===== config.mk =====
export PLATFORM = sky130hd
export DESIGN_NAME = np_spi_slave
export DESIGN_NICKNAME = d
export VERILOG_FILES = /design/src/include/np_spi_pkg.sv /design/src/logic/np_byte_fifo.sv /design/src/logic/np_spi_slave.sv
export VERILOG_INCLUDE_DIRS = /design/src /design/src/include
export SDC_FILE = /design/constraint.sdc
export NUM_CORES = 1
export LEC_CHECK = 0
export BUFFER_PORTS_ARGS = -buffer_cell sky130_fd_sc_hd__buf_2
export CAP_MARGIN = 20
export CORE_MARGIN = 3
export CORE_UTILIZATION = 56
export DETAILED_ROUTE_END_ITERATION = 10
export GPL_TIMING_DRIVEN = 0
export HOLD_SLACK_MARGIN = 0.05
export PLACE_DENSITY = 0.75
export SLEW_MARGIN = 10
export SYNTH_ARGS = -nofsm -noshare
export SYNTH_HDL_FRONTEND = slang
export SYNTH_SLANG_ARGS = --single-unit
export TNS_END_PERCENT = 1

===== constraint.sdc =====
create_clock -name clk_in -period 4.8 [get_ports clk_in]
set_input_delay 0.48 -clock clk_in [delete_from_list [all_inputs] [get_ports clk_in]]
set_output_delay 0.48 -clock clk_in [all_outputs]
set_load 0.03 [all_outputs]

===== src/include/np_spi_defines.svh =====
// Constants for the network processor SPI slave transaction engine
`ifndef NP_SPI_DEFINES_SVH
`define NP_SPI_DEFINES_SVH

// ****************************************
// Framing
// ****************************************
`define NP_IDLE_BYTE       8'hFF
`define NP_BYTE_LAST_BIT   3'h7
`define NP_BIT_FIRST       3'h0
`define NP_FRAME_MIN       8'h02
`define NP_FRAME_MAX       8'h88
`define NP_COUNT_ONE       8'h01

// ****************************************
// Timing
// ****************************************
`define NP_CLK_HZ          25000000
`define NP_WAIT_MAX_MS     300
`define NP_WAIT_CYCLES     (`NP_WAIT_MAX_MS * (`NP_CLK_HZ / 1000))
`define NP_WAIT_CNT_W      23

// ****************************************
// Buffering
// ****************************************
`define NP_RSP_FIFO_DEPTH  4

`endif


===== src/include/np_spi_pkg.sv =====
// Types shared by the SPI slave transaction engine
`default_nettype none

package np_spi_pkg;

  // Gray codes along idle, command, wait, response, tail, done
  typedef enum logic [2:0]
  {
    PH_IDLE = 3'h0,
    PH_CMD  = 3'h1,
    PH_WAIT = 3'h3,
    PH_RSP  = 3'h2,
    PH_TAIL = 3'h6,
    PH_DONE = 3'h7
  } phase_t;

  // One response byte with its end-of-frame marker
  typedef struct packed
  {
    logic       last;
    logic [7:0] data;
  } rsp_word_t;

endpackage : np_spi_pkg

`default_nettype wire


===== src/logic/np_byte_fifo.sv =====
// Small flop-based FIFO with valid/ready on both sides and a flush
`default_nettype none

module np_byte_fifo
#(
  parameter int unsigned WIDTH = 9,
  parameter int unsigned DEPTH = 4
)
(
  input  wire logic             clk_in,
  input  wire logic             rst_n_in,
  input  wire logic             flush_in,
  input  wire logic             in_valid_in,
  output logic                  in_ready_out,
  input  wire logic [WIDTH-1:0] in_data_in,
  output logic                  out_valid_out,
  input  wire logic             out_ready_in,
  output logic      [WIDTH-1:0] out_data_out
);

  localparam int unsigned AW = (DEPTH > 1) ? $clog2(DEPTH) : 1;
  localparam int unsigned CW = $clog2(DEPTH + 1);

  logic [WIDTH-1:0] mem [DEPTH];
  logic [AW-1:0]    wr_ptr;
  logic [AW-1:0]    rd_ptr;
  logic [CW-1:0]    count;
  logic             push;
  logic             pop;

  assign in_ready_out  = (count != CW'(DEPTH));
  assign out_valid_out = (count != '0);
  assign out_data_out  = mem[rd_ptr];
  assign push          = in_valid_in & in_ready_out & ~flush_in;
  assign pop           = out_valid_out & out_ready_in & ~flush_in;

  // ****************************************
  // Storage
  // ****************************************
  always_ff @(posedge clk_in)
  begin
    if (push)
      mem[wr_ptr] <= in_data_in;
  end

  // ****************************************
  // Pointers and fill level
  // ****************************************
  always_ff @(posedge clk_in or negedge rst_n_in)
  begin
    if (!rst_n_in)
    begin
      wr_ptr <= '0;
      rd_ptr <= '0;
      count  <= '0;
    end
    else if (flush_in)
    begin
      wr_ptr <= '0;
      rd_ptr <= '0;
      count  <= '0;
    end
    else
    begin
      if (push)
        wr_ptr <= (wr_ptr == AW'(DEPTH - 1)) ? '0 : AW'(wr_ptr + 1'b1);
      if (pop)
        rd_ptr <= (rd_ptr == AW'(DEPTH - 1)) ? '0 : AW'(rd_ptr + 1'b1);
      if (push & ~pop)
        count <= CW'(count + 1'b1);
      else if (pop & ~push)
        count <= CW'(count - 1'b1);
    end
  end

endmodule : np_byte_fifo

`default_nettype wire


===== src/logic/np_spi_slave.sv =====
// SPI slave transaction engine: command, wait and response phases
//
// Behaviour
// RQ1: Slave in clock mode 0 or 3; MOSI sampled on rising clock edge.
// RQ2: Host keeps the serial clock at 5 MHz or slower.
// RQ3: Attention output and wake input are asserted low, idle high.
// RQ4: Wake input has an internal pull-up so it idles high.
// RQ5: Only the host starts transfers; the device never does.
// RQ6: Half-duplex transaction: command, then wait, then response.
// RQ7: Host selects, then sends 2 to 136 command bytes, first not 0xFF.
// RQ8: During command bytes the device returns only 0xFF.
// RQ9: Wait phase lasts at most 300 ms.
// RQ10: During wait, send only 0xFF and discard incoming bytes.
// RQ11: First non-0xFF byte starts the response; host may poll for it.
// RQ12: Attention goes low when a response is ready.
// RQ13: Attention returns high once the host clocks again.
// RQ14: Response is 2 to 136 bytes and never starts with 0xFF. A first word marked last still ends the response after 1 byte.
// RQ15: Host clocks exactly the response length it decodes.
// RQ16: No acknowledge; every clocked response byte counts as taken.
// RQ17: Host keeps select high 1 ms between transactions.
// RQ18: Select released before completion drops the transaction.
// RQ19: Bytes move MSB first, eight clocks each, while selected.
`default_nettype none
`include "np_spi_defines.svh"

module np_spi_slave
#(
  parameter int unsigned WAIT_CYCLES = `NP_WAIT_CYCLES
)
(
  input  wire logic                  clk_in,
  input  wire logic                  rst_n_in,
  input  wire logic                  spi_sclk_in,
  input  wire logic                  spi_ss_n_in,
  input  wire logic                  spi_mosi_in,
  output logic                       spi_miso_out,
  output logic                       spi_miso_oe_out,
  output logic                       host_attention_n_out,
  input  wire logic                  wake_request_n_in,
  output logic                       wake_pullup_en_out,
  output logic                       wake_req_out,
  output logic                       cmd_valid_out,
  output logic [7:0]                 cmd_data_out,
  input  wire logic                  cmd_end_in,
  input  wire logic                  rsp_valid_in,
  output logic                       rsp_ready_out,
  input  wire np_spi_pkg::rsp_word_t rsp_word_in,
  output logic                       txn_done_out,
  output logic                       txn_abort_out,
  output logic                       wait_overrun_out,
  output logic                       rsp_underrun_out,
  output np_spi_pkg::phase_t         phase_out
);

  np_spi_pkg::phase_t        phase;
  np_spi_pkg::rsp_word_t     fifo_word;
  logic [1:0]                sclk_sync;
  logic [1:0]                ss_sync;
  logic [1:0]                mosi_sync;
  logic [1:0]                wake_sync;
  logic                      sclk_prev;
  logic                      ss_prev;
  logic                      selected;
  logic                      sclk_rise;
  logic                      sclk_fall;
  logic                      ss_fall;
  logic                      ss_rise;
  logic [2:0]                bit_cnt;
  logic                      armed;
  logic [7:0]                rx_shift;
  logic [7:0]                tx_shift;
  logic                      byte_done;
  logic                      boundary;
  logic [7:0]                cmd_cnt;
  logic [7:0]                rsp_cnt;
  logic [`NP_WAIT_CNT_W-1:0] wait_cnt;
  logic                      attn_armed;
  logic                      fifo_valid;
  logic                      rsp_ready_now;
  logic                      skip_ff;
  logic                      take_first;
  logic                      take_next;
  logic                      rsp_end;
  logic                      pop;
  logic                      abort;

  // ****************************************
  // Pin synchronisers and edge finding
  // ****************************************
  // Only the second flop of each pair is read by logic
  always_ff @(posedge clk_in or negedge rst_n_in)
  begin
    if (!rst_n_in)
    begin
      sclk_sync <= 2'h0;
      ss_sync   <= 2'h3;
      mosi_sync <= 2'h0;
      wake_sync <= 2'h3;
      sclk_prev <= 1'b0;
      ss_prev   <= 1'b1;
    end
    else
    begin
      sclk_sync <= {sclk_sync[0], spi_sclk_in};
      ss_sync   <= {ss_sync[0], spi_ss_n_in};
      mosi_sync <= {mosi_sync[0], spi_mosi_in};
      wake_sync <= {wake_sync[0], wake_request_n_in};
      sclk_prev <= sclk_sync[1];
      ss_prev   <= ss_sync[1];
    end
  end

  assign selected  = ~ss_sync[1];
  assign ss_fall   = ~ss_sync[1] & ss_prev;
  assign ss_rise   = ss_sync[1] & ~ss_prev;
  // Edges count only while selected, so either idle level works
  assign sclk_rise = selected & sclk_sync[1] & ~sclk_prev; // RQ1
  assign sclk_fall = selected & ~sclk_sync[1] & sclk_prev; // RQ1

  // ****************************************
  // Bit engine
  // ****************************************
  assign byte_done = sclk_rise & (bit_cnt == `NP_BYTE_LAST_BIT); // RQ19
  assign boundary  = (bit_cnt == `NP_BIT_FIRST) & ~armed;

  // Armed marks a rising edge seen in this byte; in mode 3 the falling
  // edge before the first rising one must not shift the first bit away
  always_ff @(posedge clk_in or negedge rst_n_in)
  begin
    if (!rst_n_in)
    begin
      bit_cnt  <= `NP_BIT_FIRST;
      armed    <= 1'b0;
      rx_shift <= 8'h00;
    end
    else if (!selected)
    begin
      bit_cnt <= `NP_BIT_FIRST;
      armed   <= 1'b0;
    end
    else if (sclk_rise)
    begin
      rx_shift <= {rx_shift[6:0], mosi_sync[1]}; // RQ19
      bit_cnt  <= 3'(bit_cnt + 1'b1);
      armed    <= (bit_cnt != `NP_BYTE_LAST_BIT);
    end
  end

  // Refills with ones; idles at ones while deselected so a cut frame leaves no stale bit
  always_ff @(posedge clk_in or negedge rst_n_in)
  begin
    if (!rst_n_in)
      tx_shift <= `NP_IDLE_BYTE;
    else if (!selected | ss_fall)
      tx_shift <= `NP_IDLE_BYTE; // RQ8
    else if (take_first | take_next)
      tx_shift <= fifo_word.data; // RQ11
    else if (byte_done)
      tx_shift <= `NP_IDLE_BYTE; // RQ10
    else if (sclk_fall & armed)
      tx_shift <= {tx_shift[6:0], 1'b1}; // RQ19
  end

  assign spi_miso_out    = tx_shift[7];
  assign spi_miso_oe_out = selected;

  // ****************************************
  // Response buffer
  // ****************************************
  np_byte_fifo
  #(
    .WIDTH ($bits(np_spi_pkg::rsp_word_t)),
    .DEPTH (`NP_RSP_FIFO_DEPTH)
  )
  u_rsp_fifo
  (
    .clk_in        (clk_in),
    .rst_n_in      (rst_n_in),
    .flush_in      (abort),
    .in_valid_in   (rsp_valid_in),
    .in_ready_out  (rsp_ready_out),
    .in_data_in    (rsp_word_in),
    .out_valid_out (fifo_valid),
    .out_ready_in  (pop),
    .out_data_out  (fifo_word)
  );

  // A response may open only with a byte other than 0xFF
  assign rsp_ready_now = (phase == np_spi_pkg::PH_WAIT) & fifo_valid
                       & (fifo_word.data != `NP_IDLE_BYTE) & ~ss_rise;
  assign skip_ff       = (phase == np_spi_pkg::PH_WAIT) & fifo_valid
                       & (fifo_word.data == `NP_IDLE_BYTE); // RQ14
  // Load at a byte boundary only; a paused clock lets it load at once
  assign take_first    = rsp_ready_now
                       & (byte_done | (boundary & ~sclk_rise)); // RQ11
  assign take_next     = (phase == np_spi_pkg::PH_RSP) & byte_done
                       & fifo_valid & ~ss_rise; // RQ16
  assign rsp_end       = take_next & (fifo_word.last
                       | (rsp_cnt == 8'(`NP_FRAME_MAX - 1'b1))); // RQ14
  assign pop           = take_first | take_next | skip_ff;
  assign abort         = ss_rise & (phase != np_spi_pkg::PH_IDLE)
                       & (phase != np_spi_pkg::PH_DONE); // RQ18

  // ****************************************
  // Transaction phases
  // ****************************************
  always_ff @(posedge clk_in or negedge rst_n_in)
  begin
    if (!rst_n_in)
      phase <= np_spi_pkg::PH_IDLE;
    else if (ss_rise)
      phase <= np_spi_pkg::PH_IDLE; // RQ18
    else if (ss_fall)
      phase <= np_spi_pkg::PH_CMD; // RQ5
    else
    begin
      unique case (phase)
        np_spi_pkg::PH_IDLE:
          phase <= np_spi_pkg::PH_IDLE;
        np_spi_pkg::PH_CMD:
        begin
          if (cmd_end_in | (byte_done & (cmd_cnt == 8'(`NP_FRAME_MAX - 1'b1))))
            phase <= np_spi_pkg::PH_WAIT; // RQ6
        end
        np_spi_pkg::PH_WAIT:
        begin
          if (take_first)
            phase <= fifo_word.last ? np_spi_pkg::PH_TAIL : np_spi_pkg::PH_RSP;
        end
        np_spi_pkg::PH_RSP:
        begin
          if (rsp_end)
            phase <= np_spi_pkg::PH_TAIL;
        end
        np_spi_pkg::PH_TAIL:
        begin
          if (byte_done)
            phase <= np_spi_pkg::PH_DONE; // RQ16
        end
        np_spi_pkg::PH_DONE:
          phase <= np_spi_pkg::PH_DONE;
      endcase
    end
  end

  assign phase_out = phase;

  // ****************************************
  // Command bytes to the user side
  // ****************************************
  // No back-pressure here: the host cannot be stalled mid-byte
  always_ff @(posedge clk_in or negedge rst_n_in)
  begin
    if (!rst_n_in)
    begin
      cmd_valid_out <= 1'b0;
      cmd_data_out  <= 8'h00;
      cmd_cnt       <= 8'h00;
    end
    else
    begin
      cmd_valid_out <= byte_done & (phase == np_spi_pkg::PH_CMD) & ~ss_rise;
      if (ss_fall)
        cmd_cnt <= 8'h00;
      else if (byte_done & (phase == np_spi_pkg::PH_CMD))
      begin
        cmd_data_out <= {rx_shift[6:0], mosi_sync[1]};
        cmd_cnt      <= 8'(cmd_cnt + 1'b1); // RQ7
      end
    end
  end

  // ****************************************
  // Response byte count
  // ****************************************
  always_ff @(posedge clk_in or negedge rst_n_in)
  begin
    if (!rst_n_in)
      rsp_cnt <= 8'h00;
    else if (ss_fall)
      rsp_cnt <= 8'h00;
    else if (take_first)
      rsp_cnt <= `NP_COUNT_ONE;
    else if (take_next)
      rsp_cnt <= 8'(rsp_cnt + 1'b1); // RQ14
  end

  // ****************************************
  // Wait phase supervision
  // ****************************************
  // Overrun is reported, not acted on: the host decides to reset us
  always_ff @(posedge clk_in or negedge rst_n_in)
  begin
    if (!rst_n_in)
    begin
      wait_cnt         <= '0;
      wait_overrun_out <= 1'b0;
    end
    else
    begin
      wait_overrun_out <= 1'b0;
      if (phase != np_spi_pkg::PH_WAIT)
        wait_cnt <= '0;
      else if (wait_cnt == `NP_WAIT_CNT_W'(WAIT_CYCLES - 1))
        wait_overrun_out <= 1'b1; // RQ9
      else
        wait_cnt <= `NP_WAIT_CNT_W'(wait_cnt + 1'b1); // RQ9
    end
  end

  // ****************************************
  // Host attention and wake
  // ****************************************
  // One falling edge per transaction; released on the next host clock
  always_ff @(posedge clk_in or negedge rst_n_in)
  begin
    if (!rst_n_in)
    begin
      host_attention_n_out <= 1'b1;
      attn_armed           <= 1'b0;
    end
    else if (ss_fall)
    begin
      host_attention_n_out <= 1'b1;
      attn_armed           <= 1'b1;
    end
    else if (ss_rise)
    begin
      host_attention_n_out <= 1'b1; // RQ3
      attn_armed           <= 1'b0;
    end
    else if (!host_attention_n_out & sclk_rise)
      host_attention_n_out <= 1'b1; // RQ13
    else if (rsp_ready_now & attn_armed)
    begin
      host_attention_n_out <= 1'b0; // RQ12
      attn_armed           <= 1'b0;
    end
  end

  assign wake_pullup_en_out = 1'b1; // RQ4

  always_ff @(posedge clk_in or negedge rst_n_in)
  begin
    if (!rst_n_in)
      wake_req_out <= 1'b0;
    else
      wake_req_out <= ~wake_sync[1]; // RQ3
  end

  // ****************************************
  // Transaction status pulses
  // ****************************************
  always_ff @(posedge clk_in or negedge rst_n_in)
  begin
    if (!rst_n_in)
    begin
      txn_done_out     <= 1'b0;
      txn_abort_out    <= 1'b0;
      rsp_underrun_out <= 1'b0;
    end
    else
    begin
      txn_done_out     <= ss_rise & (phase == np_spi_pkg::PH_DONE); // RQ16
      txn_abort_out    <= abort; // RQ18
      rsp_underrun_out <= (phase == np_spi_pkg::PH_RSP) & byte_done & ~fifo_valid;
    end
  end

endmodule : np_spi_slave

`default_nettype wire


* Word level (Yosys, flattened, before mapping)
Memories as Yosys holds them, arrays and structs flattened.
Index checks and enable logic that the tools add are counted.
** Storage, ports and cells
- Bits in registers :: 94
- Memory bits (writable) :: 36
- Word-level logic and storage cells :: 172
- Bits of input ports :: 17
- Output and inout port bits :: 22
- Memories kept :: 1
** Operators by class
- Equal/unequal tests :: 23
- $add $sub $neg :: 8
- Reduce and logical (&&, ||, !) cells :: 18
- Bitwise logic cells :: 53
- Multiplexer cells :: 43
** Memory list
- u_rsp_fifo.mem :: words 4, bits a word 9, read ports 1, clocked after memory_dff 0, wr ports 1, line np_byte_fifo.sv:24 : logic [WIDTH-1:0] mem [DEPTH];
** Operator list (count)
- $mux 8 :: 9
- $mux 23 :: 2
- $mux 3 :: 12
- $and 1x1->1 :: 34
- $eq 8x8->1 const B :: 3
- $add 23x1->23 const B :: 1
- $eq 23x23->1 const B :: 1
- $pmux 3 s6 :: 1
- $add 8x1->8 const B :: 2
- $ne 4x4->1 const B :: 4
- $reduce_bool 3->1 :: 5
- $mux 1 :: 13
- $not 1->1 :: 13
- $mux 2 :: 6
- $ne 3x3->1 const B :: 4
- $eq 3x3->1 const B :: 3
- $ne 8x8->1 const B :: 1
- $reduce_bool 2->1 :: 4
- $reduce_bool 4->1 :: 2
- $add 3x1->3 const B :: 2
- $eq 3x2->1 const B :: 2
- $logic_not 3->1 :: 2
- $or 1x1->1 :: 6
- $reduce_and 2->1 :: 3
- other kinds (8) :: 10

* Longest topological paths before layout
- Depth in word-level cells :: 15
- Depth in mapped cells :: 10
- Depth with buffers taken out :: 10

* Hierarchy
From an unflattened synthesis, not the netlist that was laid out.
** Unflattened totals
- Cell total of the unflattened synthesis :: 508
- Area, all modules :: 6178.4 sq um
** By module, submodules not included
- np_spi_slave :: cells an instance 398, instances 1, area an instance 4309.1 sq um
- np_byte_fifo :: cells an instance 110, instances 1, area an instance 1869.3 sq um

* Worst setup path before layout
Ideal clock, no wire load.
- Kind :: reg-to-reg
- Start point :: register ss_sync[1]
- End point :: register u_rsp_fifo.count[2]
- Slack :: 2.084 ns
- Buffers on the path :: 2
- Stages on the path, launching flop included :: 11
- Setup time :: 0.138 ns
- Arrival :: 2.578 ns
- Clock period less this slack :: 2.716 ns
- Cells stage by stage :: dfstp_2 > buf_2 > or3b_1 > buf_4 > a41oi_1 > nor4_1 > nor4_1 > fa_1 > nor4_1 > o21a_1 > nor3_1
** On the way
- Word-level cells in the longest chain between the ends :: 15
- Elaborated cells on any way between the ends :: 29
** RTL lines
- start, declared :: line np_spi_slave.sv:58 : logic [1:0] ss_sync;
- start signal, assigned :: line np_spi_slave.sv:105 : ss_sync <= {ss_sync[0], spi_ss_n_in};
- $not 1->1 (no source line)
- $and 1x1->1 (2 in a row) :: line np_spi_slave.sv:117 : assign sclk_rise = selected & sclk_sync[1] & ~sclk_prev;
- $and 1x1->1 / $not 1->1 (equally long branches) :: line np_spi_slave.sv:123, np_spi_slave.sv:195
- $and 1x1->1, on equally long branches :: line np_spi_slave.sv:196, np_spi_slave.sv:195
- $and 1x1->1 / $or 1x1->1 (equally long branches) :: line np_spi_slave.sv:197, np_spi_slave.sv:195
- $and 1x1->1, on equally long branches :: line np_spi_slave.sv:197, np_spi_slave.sv:195
- $or 1x1->1 (2 in a row) :: line np_spi_slave.sv:200 : assign pop = take_first | take_next | skip_ff;
- $and 1x1->1 (2 in a row) :: line np_byte_fifo.sv:35 : assign pop = out_valid_out & out_ready_in & ~flush_in;
- $not 1->1 :: line np_byte_fifo.sv:69 : if (push & ~pop)
- $and 1x1->1 :: line np_byte_fifo.sv:69
- $mux 3 :: line np_byte_fifo.sv:69
- $mux 3 :: line np_byte_fifo.sv:57 : else if (flush_in)
- end signal, assigned :: line np_byte_fifo.sv:70 : count <= CW'(count + 1'b1);
- end signal, assigned :: line np_byte_fifo.sv:72 : count <= CW'(count - 1'b1);
- end, declared :: line np_byte_fifo.sv:27 : logic [CW-1:0] count;
Several ways; a longest one is shown, not always the timed one.
A chain may end at the register's enable or synchronous reset.

* Worst setup path in the final report
Same ends and word-level chain as after synthesis.

==> flow_summary_export.csv <==
group,metric,value,unit
critical_path,r2r.worst_path.cells,10,
critical_path,critPathSlowestCell,"nor4_1",
global_route,grt_max_degree,68,
yosys,synthDistinctLibCells,68,
global_route,grt_pass1_vias,3928,
critical_path,crit_arrival,3510,ps
sta,finalMaxSlewViolations,0,
cts,clkTransAtPathRegs,60,ps
cts,cts_buffer_depth,2,
critical_path,r2r_end,"u_rsp_fifo.count[2]",
routing,wl_per_cell,16.2,um
cells_and_area,drive_gt1_share,22.0,%
cells_and_area,final_cell_mix,"80 x dfrtp_1, 52 x nor2_1, 39 x buf_2",
cells_and_area,finish.net_count,568,
routing,drt_wl_total,11.1,mm
sta,tns,0,ps
critical_path,rrSetupSlack,1670,ps
sta,finalClockSkew,12.5,ps
yosys,yosysSeqAreaShare,58.5,%
routing,drcViolationCount,0,
sta,finalCriticalPeriod,3130,ps
hold_path,hold_path_class,"primary input to register",
critical_path,cp-end-kind,"register",
critical_path,crit_top_cell,"nor4_1",
floorplan,io_pins,39,
floorplan,row_count,36,
place,place_area,6280,um^2
yosys,syn-cell-area,5900,um^2
sta,fin_crit_sh,65.1,%
critical_path,critPathLaunchType,"register",
place,hpwl,7.22,mm
cells_and_area,final_common_cell,"dfrtp_1",
cells_and_area,seq_area,3450,um^2
cells_and_area,fillers,731,
power,power.leakage,3.00,nW
sta,hold_viol,0,
floorplan,die_h,109,um
floorplan,die_w,109,um
sta,setup_violations,0,
yosys,synth_seq_cells,130,
cts,cts_tree,"yes",
run_status,status,"complete, no violations",
hold_path,holdPathEnd,"u_rsp_fifo.mem[0][0]",
hold_path,hold_depth,1,
sta,fmax,320,MHz
global_route,grt_pass1_wl,19.0,mm
place,io_buffers,37,
yosys,synth-edff-count,36,
yosys,yosysTopAreaCellShare,33.9,%
global_route,overflow,0,
cells_and_area,multiInputGateArea,2320,um^2
critical_path,critPathMaxStageDelay,630,ps
global_route,track_usage,21.2,%
cells_and_area,syn_to_final_growth,18.3,%
yosys,synthArstFlopShare,72.3,%
cts,cts.sinks,130,
routing,drt_first_pass_iters,4,
cts,clock_latency,520,ps
yosys,synth_area_leaders,"dfrtp_1 34%, edfxtp_1 18%, dfstp_2 6.2%",
power,power_density,495,nW/um^2
global_route,antenna_found_initial,0,
routing,viasPerCell,5.67,
routing,num_vias,3870,
hold_path,hold_start,"rsp_word_in[0]",
floorplan,die_area,11800,um^2
yosys,synth.avg_cell_area,12.5,um^2
place,place_congestion,0.849,
cells_and_area,fin_area,6980,um^2
flow_run,maxCapViolCount,0,
critical_path,criticalPathCategory,"register to register",
critical_path,required,5180,ps
yosys,ys_warn_count,0,
yosys,synthFlopType,"dfrtp_1",
routing,drt_iter0_drc,313,
cts,ctsHtreeMaxLevel,4,
cells_and_area,diodes,0,
sta,relSlewSlack,27.6,%
power,peakVddDrop,0.000303,V
yosys,synth_cells,474,
yosys,syn_nets,506,
sta,tightestPinTransition,1080,ps
yosys,synth.largest_area_cell,"dfrtp_1",
routing,ant_nets,0,
critical_path,worstPathCellList,"buf_2 > or3b_1 > buf_4 > a41oi_1 > nor4_1 > nor4_1 > fa_1 > nor4_1 > o21a_1 > nor3_1",
sta,rsz0062_at_grt,"no",
critical_path,cp_max_fo,10,
floorplan,initial_core_util,59.0,%
critical_path,r2r_start,"ss_sync[1]",
cts,cts_root_buffer,"clkbuf_8",
cts,cts_buffers,17,
floorplan,core_area,10000,um^2
critical path: cells and delay by family (launching register included):
kind	cells	cell delay, ps
AOI/OAI and AO/OA	2	320
adders and majority gates	1	410
buffers and inverters	2	370
DFF	1	550
and+or+nand+nor	5	1320
final cells by class:
class / count / area share [%]
repair buffers: 43 / 3.80
clock buffers: 23 / 7.30
plain buffers: 17 / 1.18
clock inverters: 9 / 1.97
flip-flops and latches: 130 / 49.4
multi-input cells: 314 / 33.2
inverters: 13 / 0.699
well taps: 133 / 2.38
state kept, by name, summed over array words and instances (netlist names), 2 cells and up:
signal and cells:
wait_cnt 23, phase_out 3, mosi_sync 2, wake_sync 2, sclk_sync 2, cmd_data_out 8
u_rsp_fifo.rd_ptr 2, rx_shift 7, bit_cnt 3, cmd_cnt 8, ss_sync 2, u_rsp_fifo.wr_ptr 2
u_rsp_fifo.count 3, u_rsp_fifo.mem 36, rsp_cnt 8, tx_shift 8
report_power, final:
part           leakage [nW]  total [mW]  switching, mW  internal [mW]
sequential             1.55        1.37         0.0851           1.29
combinational          1.14       0.705          0.427          0.278
clock                 0.316        1.38          0.474          0.902
timing repair:
item / 4_1_cts / 5_1_grt
resized for setup: 0 / 0
endpoints found under the hold margin: 23 / 0
hold buffers: 5 / 0
setup buffers: 0 / 0
stage by stage:
step / utilization (%) / hold slack, ps / setup WS [ps] / total power, mW / cells
2_1_floorplan: - / 184 / 2080 / 1.89 / 474
3_3_place_gp: 62.5 / 331 / 1780 / 2.05 / 644
3_5_place_dp: 62.8 / 343 / 1720 / 2.09 / 645
4_1_cts: 69.8 / 149 / 1690 / 3.48 / 682
5_1_grt: 69.8 / 144 / 1430 / 3.63 / 682
6_report: 69.8 / 176 / 1670 / 3.45 / 682
how the worst max path moves through the flow:
stage          startpoint             endpoint  slack (ps)  depth (start not counted)
2_1_floorplan  ss_sync[1]  u_rsp_fifo.count[2]        2080                         10
3_5_place_dp   ss_sync[1]  u_rsp_fifo.count[2]        1720                         10
5_1_grt        ss_sync[1]  u_rsp_fifo.count[2]        1430                         10
3_3_place_gp   ss_sync[1]  u_rsp_fifo.count[2]        1780                         10
6_report       ss_sync[1]  u_rsp_fifo.count[2]        1670                         10
4_1_cts        ss_sync[1]  u_rsp_fifo.count[2]        1690                         10
metal layers:
| metal | up-vias | share of wire, % | global-route usage (%) | wire length, um |
|---|---|---|---|---|
| met5 | - | 0 | 0 | 0 |
| met4 | 0 | 1.1 | 6.22 | 125 |
| met3 | 11 | 4.3 | 6.69 | 480 |
| met2 | 84 | 50 | 34.3 | 5550 |
| met1 | 1944 | 44 | 27.7 | 4910 |
| li1 | 1831 | - | - | - |
synthesized netlist by cell type (12+ instances only):
library cell and n:
mux2_2 15, dfstp_2 14, xor2_1 25, ha_1 14, nand3_1 12, dfrtp_1 80
mux2i_1 13, inv_1 13, nor2_1 52, a21oi_1 15, and3_1 12, edfxtp_1 36
nand2_1 33
logic make-up (layout without fill, tap and decap cells):
kind of cell	count (synthesis)	after routing	synth area share, %
AO/OA/AOI/OAI	45	45	4.85
XOR/XNOR	35	35	5.19
adder cells (fa/ha/maj)	15	15	3.31
buffers and inverters	30	105	2.23
flip-flops	130	130	58.5
multiplexers	37	37	8.95
other	1	1	0.0635
AND/OR/NAND/NOR	181	181	16.9
Power figures use the tool's default switching activity.
